--- src/inc/srtr_pkg.sv ---
/*
  Shared constants and types for the self-refresh temperature and readout block.
  Assumes a 250 MHz system clock and DDR3-style command pins sampled on that clock.
*/
package srtr_pkg;
  // ----------------------------------------------------------------
  // Register byte offsets
  // ----------------------------------------------------------------
  localparam logic [3:0] REG_CTRL   = 4'h0;  // Copy mode and read latency
  localparam logic [3:0] REG_STATUS = 4'h4;  // Live self-refresh state
  localparam logic [3:0] REG_MODE   = 4'h8;  // Mode register shadows
  localparam logic [3:0] REG_FLAGS  = 4'hC;  // Sticky flags, write one to clear

  // ----------------------------------------------------------------
  // Register fields and reset values
  // ----------------------------------------------------------------
  localparam int         CTRL_COPY_BIT  = 0;     // Upper DQ copy DQ0
  localparam int         CTRL_RL_LSB    = 4;     // Read latency in CK cycles
  localparam logic       CTRL_COPY_RST  = 1'b1;
  localparam logic [3:0] CTRL_RL_RST    = 4'h5;
  localparam int         STAT_RATE_BIT  = 0;     // Extended self-refresh rate
  localparam int         STAT_AUTO_BIT  = 1;     // Automatic self-refresh active
  localparam int         STAT_TEMP_BIT  = 2;     // Temperature sensor high
  localparam int         STAT_BUSY_BIT  = 3;     // Read in progress
  localparam int         MODE_BL_LSB    = 0;
  localparam int         MODE_ASR_BIT   = 2;
  localparam int         MODE_SRT_BIT   = 3;
  localparam int         MODE_MPR_BIT   = 4;
  localparam int         MODE_LOC_LSB   = 5;
  localparam int         FLAG_ILL_BIT   = 0;     // Both A6 and A7 were set
  localparam logic [1:0] MR_RST         = 2'h0;

  // ----------------------------------------------------------------
  // Command pins and mode register bits
  // ----------------------------------------------------------------
  localparam logic [3:0] CMD_MRS     = 4'h0;  // cs, ras, cas, we all low
  localparam logic [3:0] CMD_READ    = 4'h5;  // cs, cas low
  localparam logic [2:0] BA_MR0      = 3'h0;
  localparam logic [2:0] BA_MR2      = 3'h2;
  localparam logic [2:0] BA_MR3      = 3'h3;
  localparam int         MR2_ASR_BIT = 6;
  localparam int         MR2_SRT_BIT = 7;
  localparam int         MR3_MPR_BIT = 2;
  localparam int         ADDR_BC_BIT = 12;
  localparam int         ADDR_A2_BIT = 2;
  localparam logic [1:0] BL_FIXED8   = 2'h0;
  localparam logic [1:0] BL_OTF      = 2'h1;
  localparam logic [1:0] BL_FIXED4   = 2'h2;

  // ----------------------------------------------------------------
  // Readout pattern and burst shape
  // ----------------------------------------------------------------
  localparam logic [1:0] LOC_CAL      = 2'h0;
  localparam logic [7:0] CAL_PATTERN  = 8'hAA;  // Beat 0 in bit 0
  localparam logic [7:0] RSV_PATTERN  = 8'h00;
  localparam logic [3:0] BEATS_FULL   = 4'h8;
  localparam logic [3:0] BEATS_CHOP   = 4'h4;
  localparam logic [2:0] BEAT_LOWER   = 3'h0;
  localparam logic [2:0] BEAT_UPPER   = 3'h4;

  typedef enum logic [2:0] {
    ST_IDLE  = 3'b001,
    ST_WAIT  = 3'b010,
    ST_BURST = 3'b100
  } srtr_state_type;
endpackage

--- src/inc/srtr_burst_if.sv ---
/*
  Carrier between the command decoder and the burst serializer.
  Assumes both ends run on the system clock.
*/
`timescale 1ns/1ps
interface srtr_burst_if;
  logic       start;     // First beat now
  logic       full8;     // Eight beats, else four
  logic       upper;     // Chopped burst from beat 4
  logic       multi_purpose_readout;       // Pattern instead of array data
  logic       copy;      // Upper DQ copy DQ0
  logic       step;      // Any CK edge
  logic       busy;      // Burst on the pins
  logic       oe;
  logic       dqs;
  logic [7:0] pattern;
  logic [7:0] array_dq;
  logic [7:0] dq;
  modport ctl (output start, full8, upper, multi_purpose_readout, copy, step, pattern, array_dq,
               input busy, oe, dqs, dq);
  modport ser (input start, full8, upper, multi_purpose_readout, copy, step, pattern, array_dq,
               output busy, oe, dqs, dq);
endinterface

--- src/hw/srtr_burst_ser.sv ---
/*
  Burst serializer: one DQ beat per CK edge, from pattern or array data.
  Assumes start comes together with step and never during a burst.
*/
`timescale 1ns/1ps
module srtr_burst_ser (
  input wire logic   i_sys_clk,
  input wire logic   i_rst,
  srtr_burst_if.ser  bus
);
  // ----------------------------------------------------------------
  // State
  // ----------------------------------------------------------------
  typedef struct packed {
    logic [2:0] beat;     // Next burst position
    logic [3:0] left;     // Beats still to send
    logic       multi_purpose_readout;
    logic       copy;
    logic [7:0] pattern;
    logic [7:0] dq;
    logic       oe;
    logic       dqs;
  } srtr_ser_state_type;

  srtr_ser_state_type r;
  srtr_ser_state_type n;

  // Beat selection and next state
  always_comb begin
    logic [2:0] bi;
    logic       mp;
    logic       cp;
    logic [7:0] pt;
    logic       b;
    bi = r.beat;
    mp = r.multi_purpose_readout;
    cp = r.copy;
    pt = r.pattern;
    n  = r;
    if (bus.start) begin
      bi = bus.upper ? srtr_pkg::BEAT_UPPER : srtr_pkg::BEAT_LOWER;
      mp = bus.multi_purpose_readout;
      cp = bus.copy;
      pt = bus.pattern;
    end
    b = pt[bi];
    if (bus.step) begin
      if (bus.start || r.left != 4'h0) begin
        // Pattern bit on DQ0, upper lanes copy or zero
        n.dq   = mp ? {(cp ? {7{b}} : 7'h00), b} : bus.array_dq;
        n.oe   = 1'b1;
        n.dqs  = bus.start ? 1'b1 : ~r.dqs;
        n.beat = 3'(bi + 3'h1);
        n.multi_purpose_readout  = mp;
        n.copy = cp;
        n.pattern = pt;
        if (bus.start) begin
          n.left = 4'((bus.full8 ? srtr_pkg::BEATS_FULL
                                 : srtr_pkg::BEATS_CHOP) - 4'h1);
        end else begin
          n.left = 4'(r.left - 4'h1);
        end
      end else begin
        // Release pins after last beat
        n.oe  = 1'b0;
        n.dqs = 1'b0;
      end
    end
  end

  // State register
  always_ff @(posedge i_sys_clk or posedge i_rst) begin
    if (i_rst) begin
      r <= '0;
    end else begin
      r <= n;
    end
  end

  assign bus.busy = r.oe;
  assign bus.oe   = r.oe;
  assign bus.dqs  = r.dqs;
  assign bus.dq   = r.dq;

  // ----------------------------------------------------------------
  // Checks
  // ----------------------------------------------------------------
  property p_chop_len;
    @(posedge i_sys_clk) disable iff (i_rst)
      bus.step && bus.start && !bus.full8 |=> r.left == 4'h3 && r.oe;
  endproperty
  a_chop_len: assert property (p_chop_len) else $error("chop length wrong");

  property p_first_bit;
    @(posedge i_sys_clk) disable iff (i_rst)
      bus.step && bus.start && bus.multi_purpose_readout && bus.upper
      |=> bus.dq[0] == $past(bus.pattern[4]);
  endproperty
  a_first_bit: assert property (p_first_bit) else $error("upper nibble order wrong");

  property p_copy;
    @(posedge i_sys_clk) disable iff (i_rst)
      $rose(r.oe) && r.multi_purpose_readout |-> bus.dq[7:1] == (r.copy ? {7{bus.dq[0]}} : 7'h00);
  endproperty
  a_copy: assert property (p_copy) else $error("upper DQ lanes wrong");

  c_full: cover property (@(posedge i_sys_clk) disable iff (i_rst)
    bus.start && bus.full8 && bus.multi_purpose_readout);
  c_upper: cover property (@(posedge i_sys_clk) disable iff (i_rst)
    bus.start && bus.upper);
endmodule

--- src/hw/srtr_top.sv ---
/*
  Self-refresh temperature options and readout-register reads of a DDR3 device.
  Assumes a controller on CK pins (sampled here on the system clock),
  an Avalon-MM master for the registers, and a same-clock array data source.
*/
// Decided for this implementation: the Avalon-MM interface to the registers and the register addresses.
// What this block does
// - A6 set, A7 clear enables automatic self-refresh
// - A7 selects normal or extended range
// - Automatic mode tracks temperature for refresh
// - Range bit picks normal or extended rate
// - MR3 A2 clear: reads from array
// - MR3 A2 set: reads return selected location
// - DQ0 carries bit; others copy or zero
// - A2 picks lower or upper chopped nibble
// - Burst chop by pin or mode register
// - Bank and high column bits ignored
// - Readout reads use ordinary read latency
// - Beat zero is LSB, seven MSB
// - Location zero returns alternating calibration pattern
// - Chop pin low four beats, high eight
`timescale 1ns/1ps
module srtr_top (
  input  wire logic        i_sys_clk,
  input  wire logic        i_rst,
  input  wire logic [3:0]  i_avs_address,
  input  wire logic        i_avs_read,
  input  wire logic        i_avs_write,
  input  wire logic [31:0] i_avs_writedata,
  input  wire logic [3:0]  i_avs_byteenable,
  output logic      [31:0] o_avs_readdata,
  output logic             o_avs_waitrequest,
  input  wire logic        i_ck,
  input  wire logic        i_cs_n,
  input  wire logic        i_ras_n,
  input  wire logic        i_cas_n,
  input  wire logic        i_we_n,
  input  wire logic [2:0]  i_ba,
  input  wire logic [13:0] i_addr,
  input  wire logic        i_temp_high,
  input  wire logic [7:0]  i_array_dq,
  output logic      [7:0]  o_dq,
  output logic             o_dq_oe,
  output logic             o_dqs,
  output logic             o_sr_rate_ext,
  output logic             o_sr_auto
);
  localparam int PIN_W = 21;  // Command, bank and address pins

  // ----------------------------------------------------------------
  // State
  // ----------------------------------------------------------------
  typedef struct packed {
    logic                     ck_m;      // CK first sync stage
    logic                     ck_s;      // CK second sync stage
    logic                     ck_d;      // CK edge history
    logic [PIN_W-1:0]         pin_m;     // Pins first sync stage
    logic [PIN_W-1:0]         pin_s;     // Pins second sync stage
    logic                     temp_m;
    logic                     temp_s;
    logic [1:0]               bl;        // MR0 burst length field
    logic                     auto_selfrefresh_enable;       // auto_selfrefresh_enable
    logic                     selfref_temp_range_select;       // selfref_temp_range_select
    logic                     multi_purpose_readout;       // multi_purpose_readout enable
    logic [1:0]               loc;       // Readout location
    logic                     copy;
    logic [3:0]               rl;
    logic                     illegal;
    srtr_pkg::srtr_state_type st;
    logic [3:0]               lat;       // CK rises left to data
    logic                     full8;
    logic                     upper;
    logic                     wait_r;
    logic [31:0]              rdata;
    logic                     rate_ext;
    logic                     auto_sr;
  } srtr_top_state_type;

  srtr_top_state_type r;
  srtr_top_state_type n;
  srtr_burst_if       bus ();

  // ----------------------------------------------------------------
  // Pin decode
  // ----------------------------------------------------------------
  logic        ck_rise;     // Command sample point
  logic        ck_fall;
  logic [3:0]  cmd;         // cs, ras, cas, we
  logic [2:0]  ba;
  logic [13:0] a;
  logic        is_mrs;
  logic        read_acc;    // Read taken in idle
  logic        req;         // Bus request
  logic        ill_set;     // Both A6 and A7 written
  logic        ill_clr;

  // Edge and command decode on the synchronized pins
  always_comb begin
    ck_rise  = r.ck_s & ~r.ck_d;
    ck_fall  = ~r.ck_s & r.ck_d;
    cmd      = r.pin_s[20:17];
    ba       = r.pin_s[16:14];
    a        = r.pin_s[13:0];
    is_mrs   = ck_rise && cmd == srtr_pkg::CMD_MRS;
    read_acc = ck_rise && cmd == srtr_pkg::CMD_READ && r.st == srtr_pkg::ST_IDLE;
    req      = i_avs_read | i_avs_write;
    ill_set  = is_mrs && ba == srtr_pkg::BA_MR2
               && a[srtr_pkg::MR2_ASR_BIT] && a[srtr_pkg::MR2_SRT_BIT];
    ill_clr  = i_avs_write && !r.wait_r && i_avs_address == srtr_pkg::REG_FLAGS
               && i_avs_byteenable[0] && i_avs_writedata[srtr_pkg::FLAG_ILL_BIT];
  end

  // Read mux for the register bus
  function automatic logic [31:0] reg_read(input srtr_top_state_type s,
                                           input logic [3:0] addr);
    logic [31:0] d;
    d = 32'h0000_0000;
    unique case (addr)
      srtr_pkg::REG_CTRL: begin
        d[srtr_pkg::CTRL_COPY_BIT]     = s.copy;
        d[srtr_pkg::CTRL_RL_LSB +: 4]  = s.rl;
      end
      srtr_pkg::REG_STATUS: begin
        d[srtr_pkg::STAT_RATE_BIT] = s.rate_ext;
        d[srtr_pkg::STAT_AUTO_BIT] = s.auto_sr;
        d[srtr_pkg::STAT_TEMP_BIT] = s.temp_s;
        d[srtr_pkg::STAT_BUSY_BIT] = s.st != srtr_pkg::ST_IDLE;
      end
      srtr_pkg::REG_MODE: begin
        d[srtr_pkg::MODE_BL_LSB +: 2]  = s.bl;
        d[srtr_pkg::MODE_ASR_BIT]      = s.auto_selfrefresh_enable;
        d[srtr_pkg::MODE_SRT_BIT]      = s.selfref_temp_range_select;
        d[srtr_pkg::MODE_MPR_BIT]      = s.multi_purpose_readout;
        d[srtr_pkg::MODE_LOC_LSB +: 2] = s.loc;
      end
      srtr_pkg::REG_FLAGS: begin
        d[srtr_pkg::FLAG_ILL_BIT] = s.illegal;
      end
      default: begin
        // Unmapped offsets read zero
        d = 32'h0000_0000;
      end
    endcase
    return d;
  endfunction

  // ----------------------------------------------------------------
  // Next state
  // ----------------------------------------------------------------
  always_comb begin
    n = r;
    // Two-stage synchronizers for everything off the pins
    n.ck_m   = i_ck;
    n.ck_s   = r.ck_m;
    n.ck_d   = r.ck_s;
    n.pin_m  = {i_cs_n, i_ras_n, i_cas_n, i_we_n, i_ba, i_addr};
    n.pin_s  = r.pin_m;
    n.temp_m = i_temp_high;
    n.temp_s = r.temp_m;

    // Mode register set commands
    if (is_mrs) begin
      if (ba == srtr_pkg::BA_MR0) begin
        n.bl = a[1:0];
      end else if (ba == srtr_pkg::BA_MR2) begin
        n.auto_selfrefresh_enable = a[srtr_pkg::MR2_ASR_BIT];
        n.selfref_temp_range_select = a[srtr_pkg::MR2_SRT_BIT];
      end else if (ba == srtr_pkg::BA_MR3) begin
        n.multi_purpose_readout = a[srtr_pkg::MR3_MPR_BIT];
        n.loc = a[1:0];
      end
    end

    // Illegal combination stays visible until cleared; a new one wins
    n.illegal = (r.illegal & ~ill_clr) | ill_set;

    // Self-refresh rate: sensor in automatic mode, range bit otherwise
    n.rate_ext = r.auto_selfrefresh_enable ? r.temp_s : r.selfref_temp_range_select;
    n.auto_sr  = r.auto_selfrefresh_enable & ~r.selfref_temp_range_select;

    // Read sequencing
    unique case (r.st)
      srtr_pkg::ST_IDLE: begin
        if (read_acc) begin
          // Same latency path for array and readout reads
          n.st  = srtr_pkg::ST_WAIT;
          n.lat = (r.rl == 4'h0) ? 4'h1 : r.rl;
          // Burst chop from MR0 or from the chop pin
          if (r.bl == srtr_pkg::BL_OTF) begin
            n.full8 = a[srtr_pkg::ADDR_BC_BIT];
          end else begin
            n.full8 = r.bl != srtr_pkg::BL_FIXED4;
          end
          // Only A2 picks the nibble; bank and other columns unused
          n.upper = r.bl == srtr_pkg::BL_FIXED4 ? a[srtr_pkg::ADDR_A2_BIT]
                  : (r.bl == srtr_pkg::BL_OTF && !a[srtr_pkg::ADDR_BC_BIT]
                     && a[srtr_pkg::ADDR_A2_BIT]);
        end
      end
      srtr_pkg::ST_WAIT: begin
        if (ck_rise) begin
          if (r.lat == 4'h1) begin
            n.st = srtr_pkg::ST_BURST;
          end else begin
            n.lat = 4'(r.lat - 4'h1);
          end
        end
      end
      srtr_pkg::ST_BURST: begin
        // Wait for serializer to release pins
        if (!bus.busy) begin
          n.st = srtr_pkg::ST_IDLE;
        end
      end
    endcase

    // Avalon slave: one wait cycle per request
    n.wait_r = !(req && r.wait_r);
    if (i_avs_read && r.wait_r) begin
      n.rdata = reg_read(r, i_avs_address);
    end
    if (i_avs_write && !r.wait_r
        && i_avs_address == srtr_pkg::REG_CTRL && i_avs_byteenable[0]) begin
      n.copy = i_avs_writedata[srtr_pkg::CTRL_COPY_BIT];
      n.rl   = i_avs_writedata[srtr_pkg::CTRL_RL_LSB +: 4];
    end
  end

  // State register
  always_ff @(posedge i_sys_clk or posedge i_rst) begin
    if (i_rst) begin
      r        <= '0;
      r.bl     <= srtr_pkg::MR_RST;
      r.loc    <= srtr_pkg::MR_RST;
      r.copy   <= srtr_pkg::CTRL_COPY_RST;
      r.rl     <= srtr_pkg::CTRL_RL_RST;
      r.st     <= srtr_pkg::ST_IDLE;
      r.wait_r <= 1'b1;
    end else begin
      r <= n;
    end
  end

  // ----------------------------------------------------------------
  // Burst serializer hookup
  // ----------------------------------------------------------------
  assign bus.start    = ck_rise && r.st == srtr_pkg::ST_WAIT && r.lat == 4'h1;
  assign bus.step     = ck_rise | ck_fall;
  assign bus.full8    = r.full8;
  assign bus.upper    = r.upper;
  assign bus.multi_purpose_readout      = r.multi_purpose_readout;
  assign bus.copy     = r.copy;
  assign bus.array_dq = i_array_dq;
  assign bus.pattern  = (r.loc == srtr_pkg::LOC_CAL) ? srtr_pkg::CAL_PATTERN
                                                     : srtr_pkg::RSV_PATTERN;

  srtr_burst_ser u_ser (
    .i_sys_clk (i_sys_clk),
    .i_rst     (i_rst),
    .bus       (bus.ser)
  );

  assign o_dq              = bus.dq;
  assign o_dq_oe           = bus.oe;
  assign o_dqs             = bus.dqs;
  assign o_avs_readdata    = r.rdata;
  assign o_avs_waitrequest = r.wait_r;
  assign o_sr_rate_ext     = r.rate_ext;
  assign o_sr_auto         = r.auto_sr;

  // ----------------------------------------------------------------
  // Checks
  // ----------------------------------------------------------------
  property p_mr3_set;
    @(posedge i_sys_clk) disable iff (i_rst)
      is_mrs && ba == srtr_pkg::BA_MR3 |=> r.multi_purpose_readout == $past(a[2]) && r.loc == $past(a[1:0]);
  endproperty
  a_mr3_set: assert property (p_mr3_set) else $error("MR3 not captured");

  property p_illegal;
    @(posedge i_sys_clk) disable iff (i_rst)
      ill_set |=> r.illegal && r.auto_selfrefresh_enable && r.selfref_temp_range_select;
  endproperty
  a_illegal: assert property (p_illegal) else $error("illegal combo missed");

  property p_auto_rate;
    @(posedge i_sys_clk) disable iff (i_rst)
      r.auto_selfrefresh_enable && $stable(r.auto_selfrefresh_enable) ##1 $stable(r.auto_selfrefresh_enable) |-> o_sr_rate_ext == $past(r.temp_s);
  endproperty
  a_auto_rate: assert property (p_auto_rate) else $error("auto rate wrong");

  property p_manual_rate;
    @(posedge i_sys_clk) disable iff (i_rst)
      !r.auto_selfrefresh_enable ##1 !r.auto_selfrefresh_enable |-> o_sr_rate_ext == $past(r.selfref_temp_range_select) && !o_sr_auto;
  endproperty
  a_manual_rate: assert property (p_manual_rate) else $error("manual rate wrong");

  property p_wait_one;
    @(posedge i_sys_clk) disable iff (i_rst)
      req && o_avs_waitrequest |=> !o_avs_waitrequest ##1 o_avs_waitrequest;
  endproperty
  a_wait_one: assert property (p_wait_one) else $error("waitrequest timing");

  property p_latency;
    @(posedge i_sys_clk) disable iff (i_rst)
      read_acc |-> ##[1:1000] bus.start;
  endproperty
  a_latency: assert property (p_latency) else $error("read never started");

  property p_array;
    @(posedge i_sys_clk) disable iff (i_rst)
      bus.start && !r.multi_purpose_readout |=> o_dq == $past(i_array_dq) && o_dq_oe;
  endproperty
  a_array: assert property (p_array) else $error("array data not driven");

  property p_cal_first;
    @(posedge i_sys_clk) disable iff (i_rst)
      bus.start && r.multi_purpose_readout && r.loc == srtr_pkg::LOC_CAL && !r.upper
      |=> !o_dq[0] ##[1:80] o_dq[0];
  endproperty
  a_cal_first: assert property (p_cal_first) else $error("pattern order wrong");

  c_illegal: cover property (@(posedge i_sys_clk) disable iff (i_rst) ill_set);
  c_array: cover property (@(posedge i_sys_clk) disable iff (i_rst)
    bus.start && !r.multi_purpose_readout);
endmodule

--- config.mk ---
export PLATFORM = sky130hd
export DESIGN_NAME = srtr_top
export DESIGN_NICKNAME = d
export VERILOG_FILES = /design/src/inc/srtr_pkg.sv /design/src/inc/srtr_burst_if.sv /design/src/hw/srtr_burst_ser.sv /design/src/hw/srtr_top.sv
export SDC_FILE = /design/constraint.sdc
export NUM_CORES = 1
export LEC_CHECK = 0
export ABC_AREA = 0
export BUFFER_PORTS_ARGS = -buffer_cell sky130_fd_sc_hd__buf_2
export CORE_MARGIN = 1
export CORE_UTILIZATION = 53
export CTS_BUF_LIST = sky130_fd_sc_hd__clkbuf_8
export CTS_CLUSTER_DIAMETER = 40
export DETAILED_ROUTE_END_ITERATION = 12
export GPL_TIMING_DRIVEN = 1
export PLACE_DENSITY = 0.88
export SYNTH_ARGS = -nofsm -noshare
export SYNTH_HDL_FRONTEND = slang
export SYNTH_HIERARCHICAL = 1
export SYNTH_SLANG_ARGS = --single-unit
--- constraint.sdc ---
create_clock -name i_sys_clk -period 3.1 [get_ports i_sys_clk]
set_clock_uncertainty 0.05 [all_clocks]
set_input_delay 0.31 -clock i_sys_clk [delete_from_list [all_inputs] [get_ports i_sys_clk]]
set_output_delay 0.31 -clock i_sys_clk [all_outputs]
set_load 0.1 [all_outputs]
==> results of run 1 <==
-- worst max-delay path: stages, from the launching register on --
cell	delay, ns
dfrtp_1	0.41
inv_1	0.09
ha_1	0.14
nor3b_2	0.30
nor2_1	0.11
nor2_1	0.31
buf_4	0.28
nand3b_1	0.09
a222oi_1	0.40
a2111o_1	0.31
a21oi_1	0.11
-- registers in the layout, summed over array words and instances (netlist names), 3 cells and up --
signal and flops:
u_ser/r 17, o_avs_readdata 8, cmd 4, ba 3, r 20, a 6, u_ser/bus.dq 8, n 16
-- routing by layer --
metal	vias to the layer above	share of wire, %
li1	1285	-
met1	1335	42
met2	105	51
met3	16	5.4
met4	0	1.7
met5	-	0
-- power by group through the flow --
stage | registers (mW) | clock network, mW | logic [mW]
detailed placement | 1.29 | 0 | 0.290
finish | 1.27 | 0.902 | 0.305
CTS | 1.27 | 0.916 | 0.305
global route | 1.28 | 0.969 | 0.323
global placement | 1.29 | 0 | 0.285
floorplan | 1.30 | 0 | 0.245
-- area by class of cell --
| class | count | area (um^2) | share of cell area, % |
|---|---|---|---|
| multi-input combinational | 226 | 1490 | 32.1 |
| timing repair buffer | 77 | 473 | 10.2 |
| tap | 99 | 124 | 2.66 |
| clock buffer | 9 | 124 | 2.66 |
| clock inverter | 7 | 105 | 2.26 |
| inverter | 13 | 48.8 | 1.05 |
| sequential | 91 | 2280 | 49.1 |
-- cell families (layout without fill, tap and decap cells) --
kind of cell               count (synthesis)  in the layout  synth area share (%)
and+or+nand+nor                           84             84                  12.1
AOI/OAI and AO/OA                         75             75                  11.4
muxes                                     32             32                  8.74
adders and majority gates                  5              5                  1.54
DFF                                       91             91                  56.2
other                                      1             30                0.0922
buffers and inverters                     62            106                  9.94
-- path summary, 6_finish.rpt --
kind / start / to / slack [ns]
setup / recovery: r[38] / u_ser/bus.dq[6] / 0.36
hold / removal: i_avs_read / o_avs_waitrequest / 0.06
setup reg to reg: r[38] / u_ser/bus.dq[6] / 0.36
hold reg to reg: n[57] / r[57] / 0.31
max in group asynchronous: i_rst / n[66] / 2.06
min in group asynchronous: i_rst / u_ser/bus.dq[4] / 0.15
-- synthesized netlist by cell type (3+ instances only) --
cell type,n,share of area [%]
mux2i_1,4,0.98
o22ai_1,4,0.62
a21oi_1,33,4.1
nand2_1,24,2.2
dfstp_2,5,3.2
dfrtp_1,86,53
nand3b_1,4,0.74
inv_1,13,1.2
clkbuf_1,3,0.28
nor3_1,5,0.62
mux2_2,27,7.5
or2_2,3,0.46
nor3b_1,3,0.55
nand2b_1,4,0.62
a22oi_1,8,1.5
ha_1,5,1.5
buf_4,43,7.9
nor2_1,23,2.1
o21ai_0,15,1.8
-- stage by stage --
step                worst slack, ns  util (%)  total power [mW]  std cells
global placement              0.397      58.2              1.57        491
detailed placement            0.255      58.2              1.58        491
floorplan                     0.599         -              1.55        379
CTS                           0.208      63.4              2.49        522
finish                        0.360      63.4              2.48        522
global route                  0.151      63.4              2.57        522
-- repair_timing --
action / 4_1_cts / 5_1_grt
hold buffers: 15 / 0
hold endpoints to repair: 15 / 0
setup endpoints to repair: 0 / 7
gates resized for setup: 0 / 1
==> summary.md, run 1 <==
| Metric | Value |
|---|---|
| Run status | finished, final reports clean |
| Drt drc | 0 |
| Depth of the CTS H-tree | 3 |
| Sequential share of power | roughly half |
| Nets | between 400 and 500 |
| Max-slew violations | 0 |
| Inserted Diodes | 0 |
| CTS tree | built |
| Placed Area | 4270 um^2 |
| Die Ht | ~90 um |
| Setup_tns | 0 ns |
| CP Capture Type | flop |
| FF+latch count, synth | about 90 |
| Starting Density | roughly 55% |
| Syn avg cell area | between 10 and 15 um^2 |
| RSZ-0062 raised after global routing | false |
| Number of synthesis warnings | 6 |
| Internal | ~1.8 mW |
| Logic gate share of total power | between 10% and 20% |
| EDFF count, synth | 0 |
| Crit-path max FO | 15 |
| Routability cong. | ~0.85 |
| Antenna Nets Post-Route | 0 |
| Max VDD drop | 0.000522 V |
| Final Cycle Share | slightly below 90% |
| WL/cell | between 10 and 15 um |
| Initial antenna violation count | 0 |
| Count of final setup violators | 0 |
| Max_cap viols | 0 |
| Worst-case reg-to-reg path depth | 10 |
| Clock power frac | 36.4% |
| DIE AREA | ~8000 um^2 |
| Post-route cell area | between 4000 and 5000 um^2 |
| Die Width | about 90 um |
| Final Hold Fails | 0 |
| Minimum clock period | approximately 2.7 ns |
| CP arrival | 2.91 ns |
| Final WL | around 7700 um |
| Starting DRC count in detailed routing | around 220 |
| GRT Total Usage | 21.1% |
| Post-synthesis sequential area ratio | 56.2% |
| DP Wirelength | roughly 5300 um |
| Area growth syn-to-layout | 14.4% |
| Sw frac | between 20% and 30% |
| Share of cells above drive strength 1 | between 20 and 30% |
| Met2 Resource Use GR | between 30% and 40% |
| Vias in the first global route | between 2,000 and 3,000 |
| Via density | about 5.3 |
| # Post-CTS Setup Buffers | 0 |
| Post-synth top flop | dfrtp_1 |
| Clk buf depth | 2 |
| Worst skew pair latency | 0.36 ns |
| Met1 usage | 28.2% |
| Most common cell after layout, fill and taps aside | dfrtp_1 |
| Mapped Cells | 350 |
| Clock sink count | roughly 90 |
| CP startpoint kind | flop |
| Worst-path clk slew | 0.09 ns |
| Pwr dens | between 500 and 600 nW/um^2 |
| Worst Hold Class | input pin to flop |
| Hold path depth | 2 |
| Most frequent cells in the layout | dfrtp_1, buf_2, a21oi_1 |
| Core footprint | approximately 7300 um^2 |
| Root Driver | clkbuf_8 |
| Met3 Usage GRT | under 10% |
| Routed via count | 2,741 |
| Slew headroom | between 20% and 30% |
| Measured slew at the worst slew-check pin | 1.14 ns |
| Hold Worst Slack | around 0.063 ns |
| Drt pass-1 iters | 4 |
| Filler cells | around 530 |
| First-pass GRT wire length | 12,500 um |
| Unique masters post-synth | 51 |
| Port Buffers | 57 |
| Switching pwr | between 700 and 800 uW |
| CP Data Required Time | about 3.3 ns |
| Fmax | ~360 MHz |
| Critical path class | flop to flop |
| Global route hottest layer | met2 |
| Post-synth ARST share | 100% |
| Post-Syn Area | approximately 4100 um^2 |
| Aggregate global routing overflow | 0 |
| Lkg Pwr | roughly 2.2 nW |
| CTS Buf Count | 9 |
| Io pins | 120 |
| Largest net degree at the start of global routing | 58 |
| Cell Rows | 31 |
No activity file was read; power rests on OpenSTA's default activity.
==> run 2: changes to the inputs <==
Settings changed: BUFFER_PORTS_ARGS -buffer_cell sky130_fd_sc_hd__buf_2 to -buffer_cell sky130_fd_sc_hd__clkbuf_2, CORE_UTILIZATION 53 to 52, CTS_BUF_LIST sky130_fd_sc_hd__clkbuf_8 to default, PLACE_DENSITY 0.88 to 0.86.
==> run 2 against run 1 <==
  * The run now ends with hold timing left
  * Non-clock buffer count stayed put
  * Clock-buffer cell count stayed put
  * Maximum frequency is 0.84% higher
  * Critical path depth stayed put
  * Die area is 1.9% higher
  * Clock power is 6.1% lower
  * Global-route usage is 1.4 points lower
  * First-iteration DRC count is 22% lower
  * Setup slack better by 0.023 ns
  * Wire length is 2.1% lower
  * Critical path type unchanged
  * Critical endpoint is now u_ser/bus.dq[7]
  * Largest cell class unchanged
  * Highest routed layer unchanged
==> summary.md, run 2 (synthesis results as in run 1) <==
| Metric | Value |
|---|---|
| Run status | finished, violations left (was finished, final reports clean) |
| Violated checks | hold timing |
| Root Driver | clkbuf_8 (unchanged) |
| Critical path class | flop to flop (unchanged) |
| Core footprint | 7410 um^2 (was 7330 um^2) |
| Crit-path max FO | 19 (was 15) |
| Starting Density | 54.9% (was 55.5%) |
| Fin util | 62.5% (was 63.4%) |
| Worst-path clk slew | 0.10 ns (was 0.09 ns) |
| Drt pass-1 iters | 4 (unchanged) |
| Pwr dens | 522 nW/um^2 (was 533 nW/um^2) |
| Most common cell after layout, fill and taps aside | dfrtp_1 (unchanged) |
| Max-slew violations | 0 (unchanged) |
| CP arrival | 2.91 ns (about the same) |
| Global route hottest layer | met2 (unchanged) |
| Slowest-stage cell, CP | dfrtp_1 (unchanged) |
| Largest net degree at the start of global routing | 36 (was 58) |
| Io pins | 120 (unchanged) |
| Die Width | 90.4 um (was 89.6 um) |
| Vias in the first global route | 2,767 (was 2,612) |
| Sequential share of power | 52.3% (was 51.3%) |
| CP Capture Type | flop (unchanged) |
| GRT Total Usage | 19.7% (was 21.1%) |
| RSZ-0062 raised after global routing | false (unchanged) |
| Lkg Pwr | 2.20 nW (was 2.22 nW) |
| Switching pwr | 727 uW (was 711 uW) |
| Antenna Nets Post-Route | 0 (unchanged) |
| CP Cell Sequence | inv_1 > ha_1 > nor3b_1 > nor2_1 > nor2_1 > buf_4 > and2b_1 > a222oi_1 > a2111o_1 > a21oi_1 (was inv_1 > ha_1 > nor3b_2 > nor2_1 > nor2_1 > buf_4 > nand3b_1 > a222oi_1 > a2111o_1 > a21oi_1) |
| Met1 usage | 24.3% (was 28.2%) |
| Routability cong. | 0.815 (was 0.847) |
| Die Ht | 90.4 um (was 89.6 um) |
| CTS Buf Count | 9 (unchanged) |
| Worst skew pair latency | 0.36 ns (about the same) |
| Depth of the CTS H-tree | 3 (unchanged) |
| Starting DRC count in detailed routing | 173 (was 223) |
| Fmax | 368 MHz (was 365 MHz) |
| CP startpoint kind | flop (unchanged) |
| WL/cell | 14.4 um (was 14.7 um) |
| Clk buf depth | 2 (unchanged) |
| CTS resizes | 0 (unchanged) |
| Final WL | 7500 um (was 7660 um) |
| Internal | 1.69 mW (was 1.77 mW) |
| Max reg flops | 20 (unchanged) |
| Biggest register | r (unchanged) |
| Minimum clock period | 2.72 ns (was 2.74 ns) |
| DP Wirelength | 5210 um (was 5280 um) |
| Via density | 5.25 (unchanged) |
| Inserted Diodes | 0 (unchanged) |
| CP dominant cell by count | nor2_1 (unchanged) |
| Cell Rows | 31 (unchanged) |
| Met3 Usage GRT | 4.63% (was 5.03%) |
| Most frequent cells in the layout | dfrtp_1, clkbuf_2, a21oi_1 (was dfrtp_1, buf_2, a21oi_1) |
| Final Cycle Share | 87.7% (was 88.4%) |
| Measured slew at the worst slew-check pin | 1.01 ns (was 1.14 ns) |
| Drt drc | 0 (unchanged) |
| Final Hold Fails | 1 (was 0) |
| Initial antenna violation count | 0 (unchanged) |
| Max VDD drop | 0.000334 V (was 0.000522 V) |
| DIE AREA | 8170 um^2 (was 8020 um^2) |
| Routed via count | 2,741 (unchanged) |
| CTS tree | built (unchanged) |
| Share of cells above drive strength 1 | 28.8% (was 29.1%) |
| Slew headroom | 32.5% (was 24.1%) |
| First-pass GRT wire length | 12,600 um (was 12,500 um) |
| Met2 Resource Use GR | 33.1% (about the same) |
| Count of final setup violators | 0 (unchanged) |
| Nets | 498 (unchanged) |
| Slowest stage delay, CP | 0.41 ns (about the same) |
| Clock sink count | 91 (unchanged) |
| Clock power frac | 35.0% (was 36.4%) |
| Max_cap viols | 0 (unchanged) |
| Area growth syn-to-layout | 13.9% (was 14.4%) |
| Filler cells | 575 (was 534) |
| Aggregate global routing overflow | 0 (unchanged) |
| Sw frac | 30.0% (was 28.7%) |
| Hold Worst Slack | -0.00233 ns (was 0.0626 ns) |
| CP Data Required Time | 3.29 ns (was 3.27 ns) |
| Port Buffers | 57 (unchanged) |
| Logic gate share of total power | 12.6% (was 12.3%) |
| Worst Hold Class | input pin to asynchronous set/reset pin (was input pin to flop) |
| Setup_tns | 0 ns (unchanged) |
-- run 2: metrics by stage --
step	std cells	cell area [um^2]	power (mW)	hold slack (ns)	setup WS, ns
5_1_grt	522	4630	2.50	0.0393	0.116
4_1_cts	521	4620	2.44	0.00310	0.374
6_report	522	4630	2.42	-0.00233	0.383
3_3_place_gp	491	4270	1.57	0.282	0.488
2_1_floorplan	379	4170	1.55	0.281	0.599
3_5_place_dp	491	4270	1.58	0.285	0.402
-- run 2: power by group through the flow --
stage	combinational, mW	clock, mW	sequential, mW
final	0.306	0.847	1.27
after detailed placement	0.290	0	1.29
after floorplan	0.245	0	1.30
after global placement	0.286	0	1.29
after global routing	0.323	0.909	1.27
after CTS	0.305	0.867	1.27
-- run 2: final cells by class --
cell class	instances	area [um^2]	area share (%)
multi-input cells	226	1490	32.1
repair buffers	77	473	10.2
flip-flops and latches	91	2280	49.3
clock inverters	7	91.3	1.97
well taps	99	124	2.67
clock buffers	9	124	2.67
inverters	13	48.8	1.05
-- run 2: worst paths after layout --
| kind | cells after the start | slack [ns] | endpoint | startpoint |
|---|---|---|---|---|
| min reg2reg | 0 | 0.30 | a[0] | n[59] |
| min | 2 | -0.002 | bus.multi_purpose_readout | i_rst |
| max reg2reg | 10 | 0.38 | u_ser/bus.dq[7] | r[38] |
| max | 10 | 0.38 | u_ser/bus.dq[7] | r[38] |
| min in group i_sys_clk | 2 | 0.06 | o_avs_waitrequest | i_avs_read |
| max in group asynchronous | 2 | 2.24 | u_ser/r[14] | i_rst |
-- run 2: worst max-delay path, delay by kind of cell, from the launching register on --
kind	cells	cell delay, ns
AND/OR/NAND/NOR	4	0.89
AO/OA/AOI/OAI	3	0.75
flip-flops	1	0.41
buffers and inverters	2	0.36
adder cells (fa/ha/maj)	1	0.15
-- run 2: per-layer routing --
layer | part of all wire (%) | wire (um)
met3 | 3.6 | 267
met2 | 51 | 3860
met4 | 2.6 | 192
met1 | 42 | 3180
met5 | 0 | 0
-- run 2: what timing repair did --
item | in CTS | in global routing
hold buffers | 14 | 1
endpoints found under the hold margin | 14 | 1
buffers inserted | 0 | 0
endpoints found under the setup margin | 0 | 0
